$ cat src/core/xse_pkg.sv
// Constants and types shared by the extended stack instruction executor.
package xse_pkg;

    // ------------------------------------------------------------------
    // Widths
    // ------------------------------------------------------------------
    localparam int DADDR_W = 12;
    localparam int PC_W    = 21;
    localparam int WORD_W  = 16;

    // ------------------------------------------------------------------
    // Opcode fields
    // ------------------------------------------------------------------
    localparam logic [7:0]  OPH_PTR_ADD  = 8'hE8;
    localparam logic [7:0]  OPH_PTR_SUB  = 8'hE9;
    localparam logic [7:0]  OPH_PUSH_LIT = 8'hFA;
    localparam logic [7:0]  OPH_MOVE_IDX = 8'hEB;
    localparam logic [15:0] OP_CALL_W    = 16'h0014;
    localparam logic [3:0]  OP_SECOND_HI = 4'hF;
    localparam logic [1:0]  SEL_SSP      = 2'h3;
    localparam logic [1:0]  SEL_PTR2     = 2'h2;
    localparam logic [PC_W-1:0] PC_STEP  = 21'h000002;
    localparam logic [DADDR_W-1:0] PTR_ONE = 12'h001;
    localparam logic [7:0]  BYTE_ZERO    = 8'h00;

    // Indirect-access register window (top of data space).
    localparam logic [DADDR_W-1:0] INDIR_LO = 12'hFDB;
    localparam logic [DADDR_W-1:0] INDIR_HI = 12'hFEF;

    // ------------------------------------------------------------------
    // Sequencer states
    // ------------------------------------------------------------------
    typedef enum logic [2:0] {
        XSE_IDLE    = 3'b000,
        XSE_RET_NOP = 3'b001,
        XSE_CALL_NOP= 3'b010,
        XSE_MV_SRC  = 3'b011,
        XSE_MV_WR   = 3'b100
    } xse_state_e;

endpackage

$ cat src/core/xse_exec.sv
// Extended stack instruction decode and execution unit.
`timescale 1ns/1ps
module xse_exec
    import xse_pkg::*;
(
    // Clock and reset
    input  wire logic                        clk_sys,
    input  wire logic                        resetn,
    // Configuration
    input  wire logic                        extended_set_enable,
    // Fetch and decode
    input  wire logic                        instr_valid,
    input  wire logic [xse_pkg::WORD_W-1:0]  instr_word,
    input  wire logic [xse_pkg::PC_W-1:0]    program_counter,
    input  wire logic [7:0]                  working_register,
    input  wire logic [7:0]                  pc_high_latch,
    input  wire logic [7:0]                  pc_upper_latch,
    output logic                             instr_claimed,
    output logic                             fetch_stall,
    // Program counter load
    output logic                             pc_load,
    output logic      [xse_pkg::PC_W-1:0]    pc_load_value,
    // Return stack
    input  wire logic [xse_pkg::PC_W-1:0]    return_stack_top,
    output logic                             rstack_push,
    output logic                             rstack_pop,
    output logic      [xse_pkg::PC_W-1:0]    rstack_push_value,
    // Pointer file
    input  wire logic [xse_pkg::DADDR_W-1:0] ptr0,
    input  wire logic [xse_pkg::DADDR_W-1:0] ptr1,
    input  wire logic [xse_pkg::DADDR_W-1:0] software_stack_pointer,
    output logic                             ptr_we,
    output logic      [1:0]                  ptr_sel,
    output logic      [xse_pkg::DADDR_W-1:0] ptr_wdata,
    // Data memory
    output logic                             dmem_re,
    output logic      [xse_pkg::DADDR_W-1:0] dmem_raddr,
    input  wire logic [7:0]                  dmem_rdata,
    output logic                             dmem_we,
    output logic      [xse_pkg::DADDR_W-1:0] dmem_waddr,
    output logic      [7:0]                  dmem_wdata
);
    import xse_pkg::*;

    // ------------------------------------------------------------------
    // Decode
    // ------------------------------------------------------------------
    function automatic logic is_indirect(input logic [DADDR_W-1:0] a);
        is_indirect = (a >= INDIR_LO) && (a <= INDIR_HI);
    endfunction

    xse_state_e               state_r;
    logic [DADDR_W-1:0]       mv_src_r;
    logic                     mv_abs_r;
    logic [DADDR_W-1:0]       alu_in;
    logic [DADDR_W-1:0]       alu_out;

    wire logic [7:0] oph     = instr_word[15:8];
    wire logic [1:0] fsel    = instr_word[7:6];
    wire logic       first   = instr_valid && extended_set_enable && (state_r == XSE_IDLE);
    wire logic       d_add   = first && (oph == OPH_PTR_ADD);
    wire logic       d_sub   = first && (oph == OPH_PTR_SUB);
    wire logic       d_ret   = (d_add || d_sub) && (fsel == SEL_SSP);
    wire logic       d_push  = first && (oph == OPH_PUSH_LIT);
    wire logic       d_call  = first && (instr_word == OP_CALL_W);
    wire logic       d_move  = first && (oph == OPH_MOVE_IDX);
    wire logic       second  = instr_valid && (state_r == XSE_MV_SRC);

    assign instr_claimed = d_add || d_sub || d_push || d_call || d_move || second;
    assign fetch_stall   = (state_r == XSE_MV_WR);

    // Pointer selection: the return form always acts on the stack pointer.
    always_comb
    begin
        case (fsel)
            2'h0:    alu_in = ptr0;
            2'h1:    alu_in = ptr1;
            default: alu_in = software_stack_pointer;
        endcase
    end

    xse_ptr_alu u_alu (
        .ptr_in  (alu_in),
        .lit     (instr_word[5:0]),
        .sub     (d_sub),
        .ptr_out (alu_out)
    );

    // ------------------------------------------------------------------
    // Sequencer
    // ------------------------------------------------------------------
    always_ff @(posedge clk_sys)
    begin
        if (!resetn)
            state_r <= XSE_IDLE;
        else
        begin
            case (state_r)
                XSE_IDLE:
                begin
                    if (d_ret)
                        state_r <= XSE_RET_NOP;
                    else if (d_call)
                        state_r <= XSE_CALL_NOP;
                    else if (d_move)
                        state_r <= XSE_MV_SRC;
                    else
                        state_r <= XSE_IDLE;
                end
                XSE_RET_NOP:  state_r <= XSE_IDLE;
                XSE_CALL_NOP: state_r <= XSE_IDLE;
                XSE_MV_SRC:
                begin
                    if (instr_valid)
                        state_r <= XSE_MV_WR;
                    else
                        state_r <= XSE_MV_SRC;
                end
                XSE_MV_WR:    state_r <= XSE_IDLE;
                default:      state_r <= XSE_IDLE;
            endcase
        end
    end

    // Source address captured from the first word of an indexed move.
    always_ff @(posedge clk_sys)
    begin
        if (!resetn)
        begin
            mv_src_r <= 12'h000;
            mv_abs_r <= 1'b0;
        end
        else if (d_move)
        begin
            mv_src_r <= software_stack_pointer + {5'h00, instr_word[6:0]};
            mv_abs_r <= ~instr_word[7];
        end
    end

    // ------------------------------------------------------------------
    // Outputs
    // ------------------------------------------------------------------
    // Pointer writes; no status flag is ever produced here.
    always_ff @(posedge clk_sys)
    begin
        if (!resetn)
        begin
            ptr_we    <= 1'b0;
            ptr_sel   <= 2'h0;
            ptr_wdata <= 12'h000;
        end
        else
        begin
            ptr_we    <= d_add || d_sub || d_push;
            ptr_sel   <= (d_ret || d_push) ? SEL_PTR2 : fsel;
            ptr_wdata <= d_push ? (software_stack_pointer - PTR_ONE) : alu_out;
        end
    end

    // Return stack and PC load. W, status and bank select are never written.
    always_ff @(posedge clk_sys)
    begin
        if (!resetn)
        begin
            pc_load           <= 1'b0;
            pc_load_value     <= 21'h000000;
            rstack_push       <= 1'b0;
            rstack_pop        <= 1'b0;
            rstack_push_value <= 21'h000000;
        end
        else
        begin
            pc_load     <= d_ret || d_call;
            rstack_pop  <= d_ret;
            rstack_push <= d_call;
            rstack_push_value <= program_counter + PC_STEP;
            if (d_call)
                pc_load_value <= {pc_upper_latch[4:0], pc_high_latch, working_register};
            else
                pc_load_value <= return_stack_top;
        end
    end

    // Data memory: source read while the second word is presented, destination write after second word.
    assign dmem_re    = (state_r == XSE_MV_SRC) && instr_valid;
    assign dmem_raddr = mv_src_r;

    always_ff @(posedge clk_sys)
    begin
        if (!resetn)
        begin
            dmem_we    <= 1'b0;
            dmem_waddr <= 12'h000;
            dmem_wdata <= 8'h00;
        end
        else if (d_push)
        begin
            dmem_we    <= 1'b1;
            dmem_waddr <= software_stack_pointer;
            dmem_wdata <= instr_word[7:0];
        end
        else if (second && (instr_word[15:12] == OP_SECOND_HI))
        begin
            // Programs must not aim these at PC or return-stack registers.
            if (mv_abs_r)
            begin
                dmem_we    <= 1'b1;
                dmem_waddr <= instr_word[11:0];
            end
            else
            begin
                dmem_waddr <= software_stack_pointer + {5'h00, instr_word[6:0]};
                dmem_we    <= !is_indirect(software_stack_pointer
                                           + {5'h00, instr_word[6:0]});
            end
            dmem_wdata <= is_indirect(mv_src_r) ? BYTE_ZERO : dmem_rdata;
        end
        else
            dmem_we <= 1'b0;
    end

    // ------------------------------------------------------------------
    // Checks
    // ------------------------------------------------------------------
    chk_ret_pops: assert property (@(posedge clk_sys) disable iff (!resetn)
        d_ret |=> rstack_pop && pc_load && state_r == XSE_RET_NOP)
        else $error("return form did not pop");
    chk_ret_two_cyc: assert property (@(posedge clk_sys) disable iff (!resetn)
        d_ret |=> ##1 state_r == XSE_IDLE)
        else $error("return form not two cycles");
    chk_call_push: assert property (@(posedge clk_sys) disable iff (!resetn)
        d_call |=> rstack_push && rstack_push_value == $past(program_counter) + PC_STEP)
        else $error("call push wrong");
    chk_call_pc: assert property (@(posedge clk_sys) disable iff (!resetn)
        d_call |=> pc_load_value[7:0] == $past(working_register))
        else $error("call target wrong");
    chk_disabled: assert property (@(posedge clk_sys) disable iff (!resetn)
        !extended_set_enable && state_r == XSE_IDLE |=> !ptr_we && !pc_load && !dmem_we)
        else $error("executed while disabled");
    chk_push_dec: assert property (@(posedge clk_sys) disable iff (!resetn)
        d_push |=> ptr_wdata == $past(software_stack_pointer) - PTR_ONE
                   && dmem_waddr == $past(software_stack_pointer))
        else $error("push literal wrong");
    chk_sub_ptr: assert property (@(posedge clk_sys) disable iff (!resetn)
        d_sub && fsel != SEL_SSP |=> ptr_we && ptr_wdata == $past(alu_in) - $past(instr_word[5:0]))
        else $error("pointer subtract wrong");
    chk_add_ptr: assert property (@(posedge clk_sys) disable iff (!resetn)
        d_add |=> ptr_we && ptr_wdata == $past(alu_in) + $past(instr_word[5:0]))
        else $error("pointer add wrong");
    chk_ind_nowrite: assert property (@(posedge clk_sys) disable iff (!resetn)
        second && !mv_abs_r && is_indirect(software_stack_pointer + {5'h00, instr_word[6:0]})
        |=> !dmem_we)
        else $error("indirect destination written");

    // ------------------------------------------------------------------
    // Return and call checks
    // ------------------------------------------------------------------
    chk_addret_ptr: assert property (@(posedge clk_sys) disable iff (!resetn)
        d_ret && d_add |=> ptr_we && ptr_wdata == $past(software_stack_pointer)
                           + $past(instr_word[5:0]))
        else $error("add-and-return pointer wrong");
    chk_subret_ptr: assert property (@(posedge clk_sys) disable iff (!resetn)
        d_ret && d_sub |=> ptr_we && rstack_pop && ptr_wdata == $past(software_stack_pointer)
                           - $past(instr_word[5:0]))
        else $error("subtract-and-return pointer wrong");
    chk_ret_sel: assert property (@(posedge clk_sys) disable iff (!resetn)
        d_ret |=> ptr_sel == SEL_PTR2 && pc_load_value == $past(return_stack_top))
        else $error("return form used wrong pointer");
    chk_ret_quiet: assert property (@(posedge clk_sys) disable iff (!resetn)
        state_r == XSE_RET_NOP |=> !ptr_we && !pc_load && !rstack_pop && !rstack_push
                                   && !dmem_we)
        else $error("return second cycle not idle");
    chk_call_target: assert property (@(posedge clk_sys) disable iff (!resetn)
        d_call |=> pc_load && pc_load_value == {$past(pc_upper_latch[4:0]),
                                                $past(pc_high_latch), $past(working_register)})
        else $error("call target not built from latches");
    chk_call_keep: assert property (@(posedge clk_sys) disable iff (!resetn)
        d_call |=> !rstack_pop && !ptr_we && !dmem_we)
        else $error("call touched more than the return stack");
    chk_call_quiet: assert property (@(posedge clk_sys) disable iff (!resetn)
        state_r == XSE_CALL_NOP |=> !ptr_we && !pc_load && !rstack_push && !rstack_pop
                                    && !dmem_we)
        else $error("call second cycle not idle");

    // ------------------------------------------------------------------
    // Move, push, pointer-subtract select and disabled-set checks
    // ------------------------------------------------------------------
    chk_move_src: assert property (@(posedge clk_sys) disable iff (!resetn)
        d_move |=> state_r == XSE_MV_SRC && dmem_raddr == $past(software_stack_pointer)
                                                         + $past(instr_word[6:0]))
        else $error("indexed source address wrong");
    chk_abs_dest: assert property (@(posedge clk_sys) disable iff (!resetn)
        second && mv_abs_r && instr_word[15:12] == OP_SECOND_HI
        |=> dmem_we && fetch_stall && dmem_waddr == $past(instr_word[11:0]))
        else $error("absolute destination wrong");
    chk_idx_dest: assert property (@(posedge clk_sys) disable iff (!resetn)
        second && !mv_abs_r && instr_word[15:12] == OP_SECOND_HI
        |=> dmem_waddr == $past(software_stack_pointer) + $past(instr_word[6:0]))
        else $error("indexed destination wrong");
    chk_src_zero: assert property (@(posedge clk_sys) disable iff (!resetn)
        second && is_indirect(mv_src_r) && instr_word[15:12] == OP_SECOND_HI
        |=> dmem_wdata == BYTE_ZERO)
        else $error("indirect source not read as zero");
    // The copy check trusts the memory's answer, so a wrong read address shows in chk_move_src.
    chk_src_copy: assert property (@(posedge clk_sys) disable iff (!resetn)
        second && !is_indirect(mv_src_r) && instr_word[15:12] == OP_SECOND_HI
        |=> dmem_wdata == $past(dmem_rdata))
        else $error("source byte not copied");
    chk_move_len: assert property (@(posedge clk_sys) disable iff (!resetn)
        d_move ##1 second |=> fetch_stall ##1 state_r == XSE_IDLE)
        else $error("indexed move not two words and a stall");
    chk_push_data: assert property (@(posedge clk_sys) disable iff (!resetn)
        d_push |=> dmem_we && ptr_we && ptr_sel == SEL_PTR2
                   && dmem_wdata == $past(instr_word[7:0]))
        else $error("push literal data wrong");
    chk_sub_sel: assert property (@(posedge clk_sys) disable iff (!resetn)
        d_sub && fsel != SEL_SSP |=> ptr_sel == $past(fsel) && !pc_load && !rstack_pop)
        else $error("pointer subtract selected wrong pointer");
    chk_off_unclaimed: assert property (@(posedge clk_sys) disable iff (!resetn)
        !extended_set_enable && state_r == XSE_IDLE |-> !instr_claimed)
        else $error("word claimed while extended set disabled");

    cov_ret:  cover property (@(posedge clk_sys) d_ret);
    cov_call: cover property (@(posedge clk_sys) d_call);
    cov_move: cover property (@(posedge clk_sys) d_move ##1 second);
    cov_push: cover property (@(posedge clk_sys) d_push);
    cov_off:  cover property (@(posedge clk_sys) !extended_set_enable && instr_valid);
endmodule

$ cat src/core/xse_ptr_alu.sv
// Twelve-bit pointer adder and subtractor for literal pointer adjustment.
`timescale 1ns/1ps
module xse_ptr_alu
    import xse_pkg::*;
(
    // Operands
    input  wire logic [xse_pkg::DADDR_W-1:0] ptr_in,
    input  wire logic [5:0]                  lit,
    input  wire logic                        sub,
    // Result
    output logic      [xse_pkg::DADDR_W-1:0] ptr_out
);
    // Carry and borrow run through all twelve bits.
    always_comb
    begin
        if (sub)
            ptr_out = ptr_in - {6'h00, lit};
        else
            ptr_out = ptr_in + {6'h00, lit};
    end
endmodule

$ cat config.mk
export PLATFORM = sky130hd
export DESIGN_NAME = xse_exec
export DESIGN_NICKNAME = d
export VERILOG_FILES = /design/src/core/xse_pkg.sv /design/src/core/xse_exec.sv /design/src/core/xse_ptr_alu.sv
export SDC_FILE = /design/constraint.sdc
export NUM_CORES = 1
export LEC_CHECK = 0
export BUFFER_PORTS_ARGS = -buffer_cell sky130_fd_sc_hd__clkbuf_2
export CAP_MARGIN = 20
export CORE_MARGIN = 2
export CORE_UTILIZATION = 25
export CTS_BUF_LIST = sky130_fd_sc_hd__clkbuf_8 sky130_fd_sc_hd__clkbuf_16
export DETAILED_ROUTE_END_ITERATION = 16
export GPL_TIMING_DRIVEN = 0
export RECOVER_POWER = 100
export SLEW_MARGIN = 20
export SYNTH_ARGS = -nofsm -noshare
export SYNTH_HDL_FRONTEND = slang
export SYNTH_SLANG_ARGS = --single-unit
$ cat constraint.sdc
create_clock -name clk_sys -period 4.92 [get_ports clk_sys]
set_clock_uncertainty 0.1 [all_clocks]
set_input_delay 0.246 -clock clk_sys [delete_from_list [all_inputs] [get_ports clk_sys]]
set_output_delay 0.246 -clock clk_sys [all_outputs]
set_load 0.02 [all_outputs]
# Yosys cells after proc, flatten, opt, wreduce, memory -nomap -nowiden
# Cells that the tools add are included.
[totals]
out_inout_bits = 96
input_bits = 130
reg_bits = 97
[classes]
muxes = 19
order_cmp = 4
n_reduce_logical = 24
bitwise_logic = 2
eq_ne = 10
add_sub_neg = 5
[ops]
columns = ["operator", "n"]
rows = [
  ["2-to-1 mux 12 bit", 5],
  ["equality test 8 bit, second input constant", 4],
  ["greater-or-equal comparator 12 bit, second input constant", 2],
  ["less-or-equal comparator 12 bit, second input constant", 2],
  ["2-to-1 mux 8 bit", 3],
  ["case mux 12 bit (2 select lines)", 1],
  ["adder 21 x 2 -> 21 bit, second input constant", 1],
  ["2-to-1 mux 21 bit", 1],
  ["equality test 16 x 5 -> 1 bit, second input constant", 1],
  ["adder 12 x 6 -> 12 bit", 1],
  ["adder 12 x 7 -> 12 bit", 1],
  ["logical AND 1 bit", 12],
  ["subtractor 12 x 1 -> 12 bit, second input constant", 1],
  ["subtractor 12 x 6 -> 12 bit", 1],
  ["2-to-1 mux 2 bit", 4],
  ["logical OR 1 bit", 7],
  ["case mux 3 bit (2 select lines)", 1],
  ["equality test 4 bit, second input constant", 1],
  ["equality test 3 x 2 -> 1 bit, second input constant", 1],
  ["equality test 3 bit, second input constant", 1],
  ["logical NOT 3 bit", 1],
  ["2-to-1 mux 1 bit", 3],
  ["2-to-1 mux 3 bit", 1],
  ["equality test 2 x 1 -> 1 bit, second input constant", 1],
  ["6 further kinds", 7],
]

# Depth between registers and ports, before layout
[logic_depth]
ltp_word = 8
ltp_mapped = 14
depth_no_buf = 14

# By module
# From an unflattened synthesis, not the netlist that was laid out.
[unflattened]
cells_unflattened = 656
area_unflattened_um2 = 5429.0
[by_module_without_submodules]
columns = ["module", "cells_each", "seq_area_each_um2", "area_per_inst_um2", "n_inst"]
rows = [
  ["xse_exec", 564, 1941.9, 4763.3, 1],
  ["xse_ptr_alu", 92, 0.0, 665.6, 1],
]

# Worst setup path after synthesis
# OpenSTA, ideal clock, no wires.
[synth_timing]
kind = "register to register"
startpoint = "register state_r[1]"
endpoint = "register ptr_wdata[10] (netlist bit)"
arrival_time_ns = 3.306
setup_slack_ns = 1.428
n_path_buf = 0
required_time_ns = 4.734
stages_incl_launch_ff = 13
cell_sequence = "dfxtp_1 -> nor2_1 -> nand4_1 -> nor4_1 -> mux2i_1 -> fa_1 -> a21o_1 -> a21o_1 -> a2111oi_0 -> nor3_1 -> a211oi_1 -> xor2_1 -> a211oi_1"
[synth_between]
elab_chain_len = 5
[synth_rtl]
columns = ["element", "line_no", "source"]
rows = [
  ["start, declared", "xse_exec.sv:52", "xse_state_e state_r;"],
  ["start signal, assigned", "xse_exec.sv:95", "state_r <= XSE_IDLE;"],
  ["start signal, assigned", "xse_exec.sv:102", "state_r <= XSE_RET_NOP;"],
  ["start signal, assigned", "xse_exec.sv:104", "state_r <= XSE_CALL_NOP;"],
  ["logical NOT 3 bit *", "xse_exec.sv:60", "wire logic first = instr_valid && extended_set_enable && (state_r == XSE_IDLE);"],
  ["logical AND 1 bit *", "xse_exec.sv:60", ""],
  ["logical AND 1 bit", "xse_exec.sv:62", "wire logic d_sub = first && (oph == OPH_PTR_SUB);"],
  ["2-to-1 mux 12 bit", "xse_ptr_alu.sv:16", "if (sub)"],
  ["2-to-1 mux 12 bit *", "xse_exec.sv:156", "ptr_wdata <= d_push ? (software_stack_pointer - PTR_ONE) : alu_out;"],
  ["end signal, assigned", "xse_exec.sv:156", ""],
  ["end, declared", "xse_exec.sv:34", "output logic [xse_pkg::DADDR_W-1:0] ptr_wdata,"],
]
# Every way passes the cells marked *; elsewhere a longest branch is shown, timed or not.
# A chain may end at the register's enable or synchronous reset.

# Final worst setup path
[layout_timing]
startpoint = "register state_r[1]"
endpoint = "register ptr_wdata[11] (netlist bit)"
# The elaborated chain is that of the path after synthesis.

==> impl_metrics.ini <==
[status]
outcome = complete, no violations

[power_and_ir_drop]
ir_worst_vdd_uv = 128
p_leak_nw = 2.88
p_per_area_nw_per_um2 = 276

[cts]
clkSinkCount = 97
htreeDepth = 3
cts_made_buffers = 9
insertion_delay_ns = 0.35
clk_pin_slew_ns = 0.08
cts_setup_buffers = 0
cts_tree = done
root_buffer = clkbuf_16
clock_path_buffers = 2

[synthesis]
avgSynthCellArea_um2 = 7.77
synth_edf_count = 0
synth_top_area_share_pct = 37.0
ys_seq_area_share_pct = 37.0
synth_largest_area_cell = dfxtp_1
syn_nets = 828
synth.most_common_cell = nand2_1
syn_inst = 675
async_flop_share_pct = 0
ys_ff_latch = 97
yosys_warnings = 0
synth_ff_type = dfxtp_1
yosys-top-cells-count = nand2_1, dfxtp_1, a21oi_1
synth_cell_types = 54
syn-cell-area_um2 = 5240
netlist_top_cells_area = dfxtp_1, nand2_1, a21oi_1

[final_layout]
drive_above_1_share_pct = 15.6
regArea_um2 = 1940
syn2layout_area_growth_pct = 35.1
final_util_pct = 34.7
nFillCells = 2273
nets = 1080
multiInputGateArea_um2 = 3090
stdcell_area_um2 = 7090

[critical_path]
crit_path_max_fanout = 7
worst_ep_required_time_ns = 5.05
cpMostUsedCell = a21oi_1
cp.arrival_ns = 4.10
cp_num_buf_inv = 0
cp_slowest_stage_delay_ns = 0.69
start_kind = flip-flop
cp_top_family = compound AO/OA/AOI/OAI gates
path_cells = nor2_1 > nand4_1 > nor4_2 > mux2i_1 > ha_1 > nor2b_1 > o31ai_1 > a21oi_1 > a211oi_1 > a21oi_1 > xnor2_1 > o22ai_1
critPathKind = flip-flop to flip-flop
crit_slowest_cell = nor4_2
worst_setup_path_end_kind = flip-flop

[timing]
setup_viol = 0
drv_slew = 0
fmax_mhz = 252
tightestPinTransition_ns = 0.846
grt_setup_unrepaired = no
fin_tns_setup_ns = 0
fin_crit_ns = 3.97
setup_slack_ns = 0.948
finalCritPeriodShare_pct = 80.7
slew_headroom_pct = 42.9
final_hold_viol_count = 0

[place]
placed_area_um2 = 6670
port_buffers = 217
hpwlAfterDp_um = 15900
place.gp.congestion = 0.911
dpl_worst_slack_ns = 0.523

[route]
vias_per_cell = 4.74
vias = 5697
first_iter_violations = 315
wirelength_um = 20300
first_pass_iters = 5
drc_errors = 0
ant_nets = 0
drt-wirelength-per-cell_um = 16.9

[floorplanning]
die_x_um = 149
coreArea_um2 = 20400
die_area_um2 = 22100
start_util_pct = 25.7
fp.dieH_um = 149
rows = 52
num_io_pins = 226

[grt]
overflow = 0
top_usage_layer = met2
globalRouteMet2Util_pct = 28.4
grt_pass1_wl_um = 30100
use_met3_pct = 3.98
grt_max_degree = 19
grt_pass1_vias = 5533
globalRouteMet1Util_pct = 22.9
antenna_found_initial = 0
track_usage_pct = 17.9

[run]
cap_violations = 0

[hold_path]
hold_path_class = primary input to flip-flop
[through the flow]
stage               power, mW  hold slack (ns)  cells
global placement         1.24            0.353   1162
finish                   1.96           0.0124   1203
detailed placement       1.24            0.365   1162
floorplan                1.08            0.218    675
global route             2.06          0.00993   1202
CTS                      1.99         0.000480   1202
[state kept, by name, indices dropped and copies added, names as in the netlist]
name and count:
dmem_we 1, ptr_sel 2, dmem_wdata 8, dmem_waddr 12, state_r 3, ptr_we 1, ptr_wdata 12, rstack_push_value 21
dmem_raddr 12, pc_load 1, pc_load_value 21, rstack_pop 1, mv_abs_r 1, rstack_push 1
[cells in the final DEF (no fill, tap or decap), types with 3 or more instances in the layout]
cell and count:
inv_1 15, xor2_1 21, a21o_1 6, o22ai_1 3, o21a_1 6, nand2b_1 6
clkbuf_16 9, or3_1 7, inv_6 3, a22oi_1 7, mux2i_1 16, o211ai_1 5
a221oi_1 3, a31oi_1 9, nand4_1 6, and2_1 4, clkbuf_1 140, a21oi_1 70
o31ai_1 4, dlygate4sd3_1 24, nand3_1 26, and3_1 8, nor2_1 68, dfxtp_1 97
clkbuf_2 118, nand2_1 116, nor4_1 7, a211oi_1 6, nor3_1 12, xnor2_1 21
nor2b_1 3, o21ai_0 24, nor3b_1 4, ha_1 21, and2_0 3
[metal layers]
layer / wire length (um) / up-vias / part of all wire [%]
met5: 0 / - / 0
met4: 669 / 0 / 3.3
met3: 1380 / 36 / 6.8
met2: 9320 / 198 / 46
met1: 8980 / 2611 / 44
li1: - / 2852 / -
[timing repair]
action / CTS / global route
resized for setup: 0 / 0
hold buffers: 24 / 0
endpoints found under the hold margin: 17 / 0
[final cells by class]
type	instances	area share (%)
inverters	15	0.794
clock buffers	10	3.37
diodes	1	0.0353
flip-flops and latches	97	27.4
plain buffers	42	2.22
clock inverters	6	0.794
repair buffers	241	17.0
multi-input cells	521	43.6
well taps	270	4.77
[worst reg2reg max path: cells and delay by family (launching register included)]
kind                     cells  cell delay (ns)
AO/OA/AOI/OAI                5             1.30
AND/OR/NAND/NOR              4             1.25
multiplexers                 1             0.41
flip-flops                   1             0.31
adder cells (fa/ha/maj)      1             0.29
XOR/XNOR                     1             0.18
[power by group]
part / total [mW] / switching, mW / internal (mW)
sequential: 0.827 / 0.00870 / 0.819
clock: 0.726 / 0.355 / 0.371
combinational: 0.404 / 0.243 / 0.161
[logic make-up (layout without fill, tap and decap cells)]
group / Yosys count / after routing / synth area share (%)
and+or+nand+nor: 284 / 284 / 25.0
AOI/OAI and AO/OA: 154 / 154 / 17.6
DFF: 97 / 97 / 37.0
buffers and inverters: 57 / 314 / 4.10
xor gates and xnor gates: 42 / 42 / 7.02
adders and majority gates: 23 / 23 / 5.77
muxes: 18 / 18 / 3.48
other: 0 / 1 / 0
[path summary, 6_finish.rpt]
path	to	slack [ns]	from	cells after the start
max	ptr_wdata[11]$_SDFF_PN0_	0.95	state_r[1]$_SDFF_PN0_	12
min	pc_load_value[10]$_SDFF_PN0_	0.01	return_stack_top[10]	3
max reg2reg	ptr_wdata[11]$_SDFF_PN0_	0.95	state_r[1]$_SDFF_PN0_	12
min reg2reg	dmem_raddr[5]$_SDFFE_PN0P_	0.38	dmem_raddr[5]$_SDFFE_PN0P_	2
No activity file was read; power rests on OpenSTA's default activity.
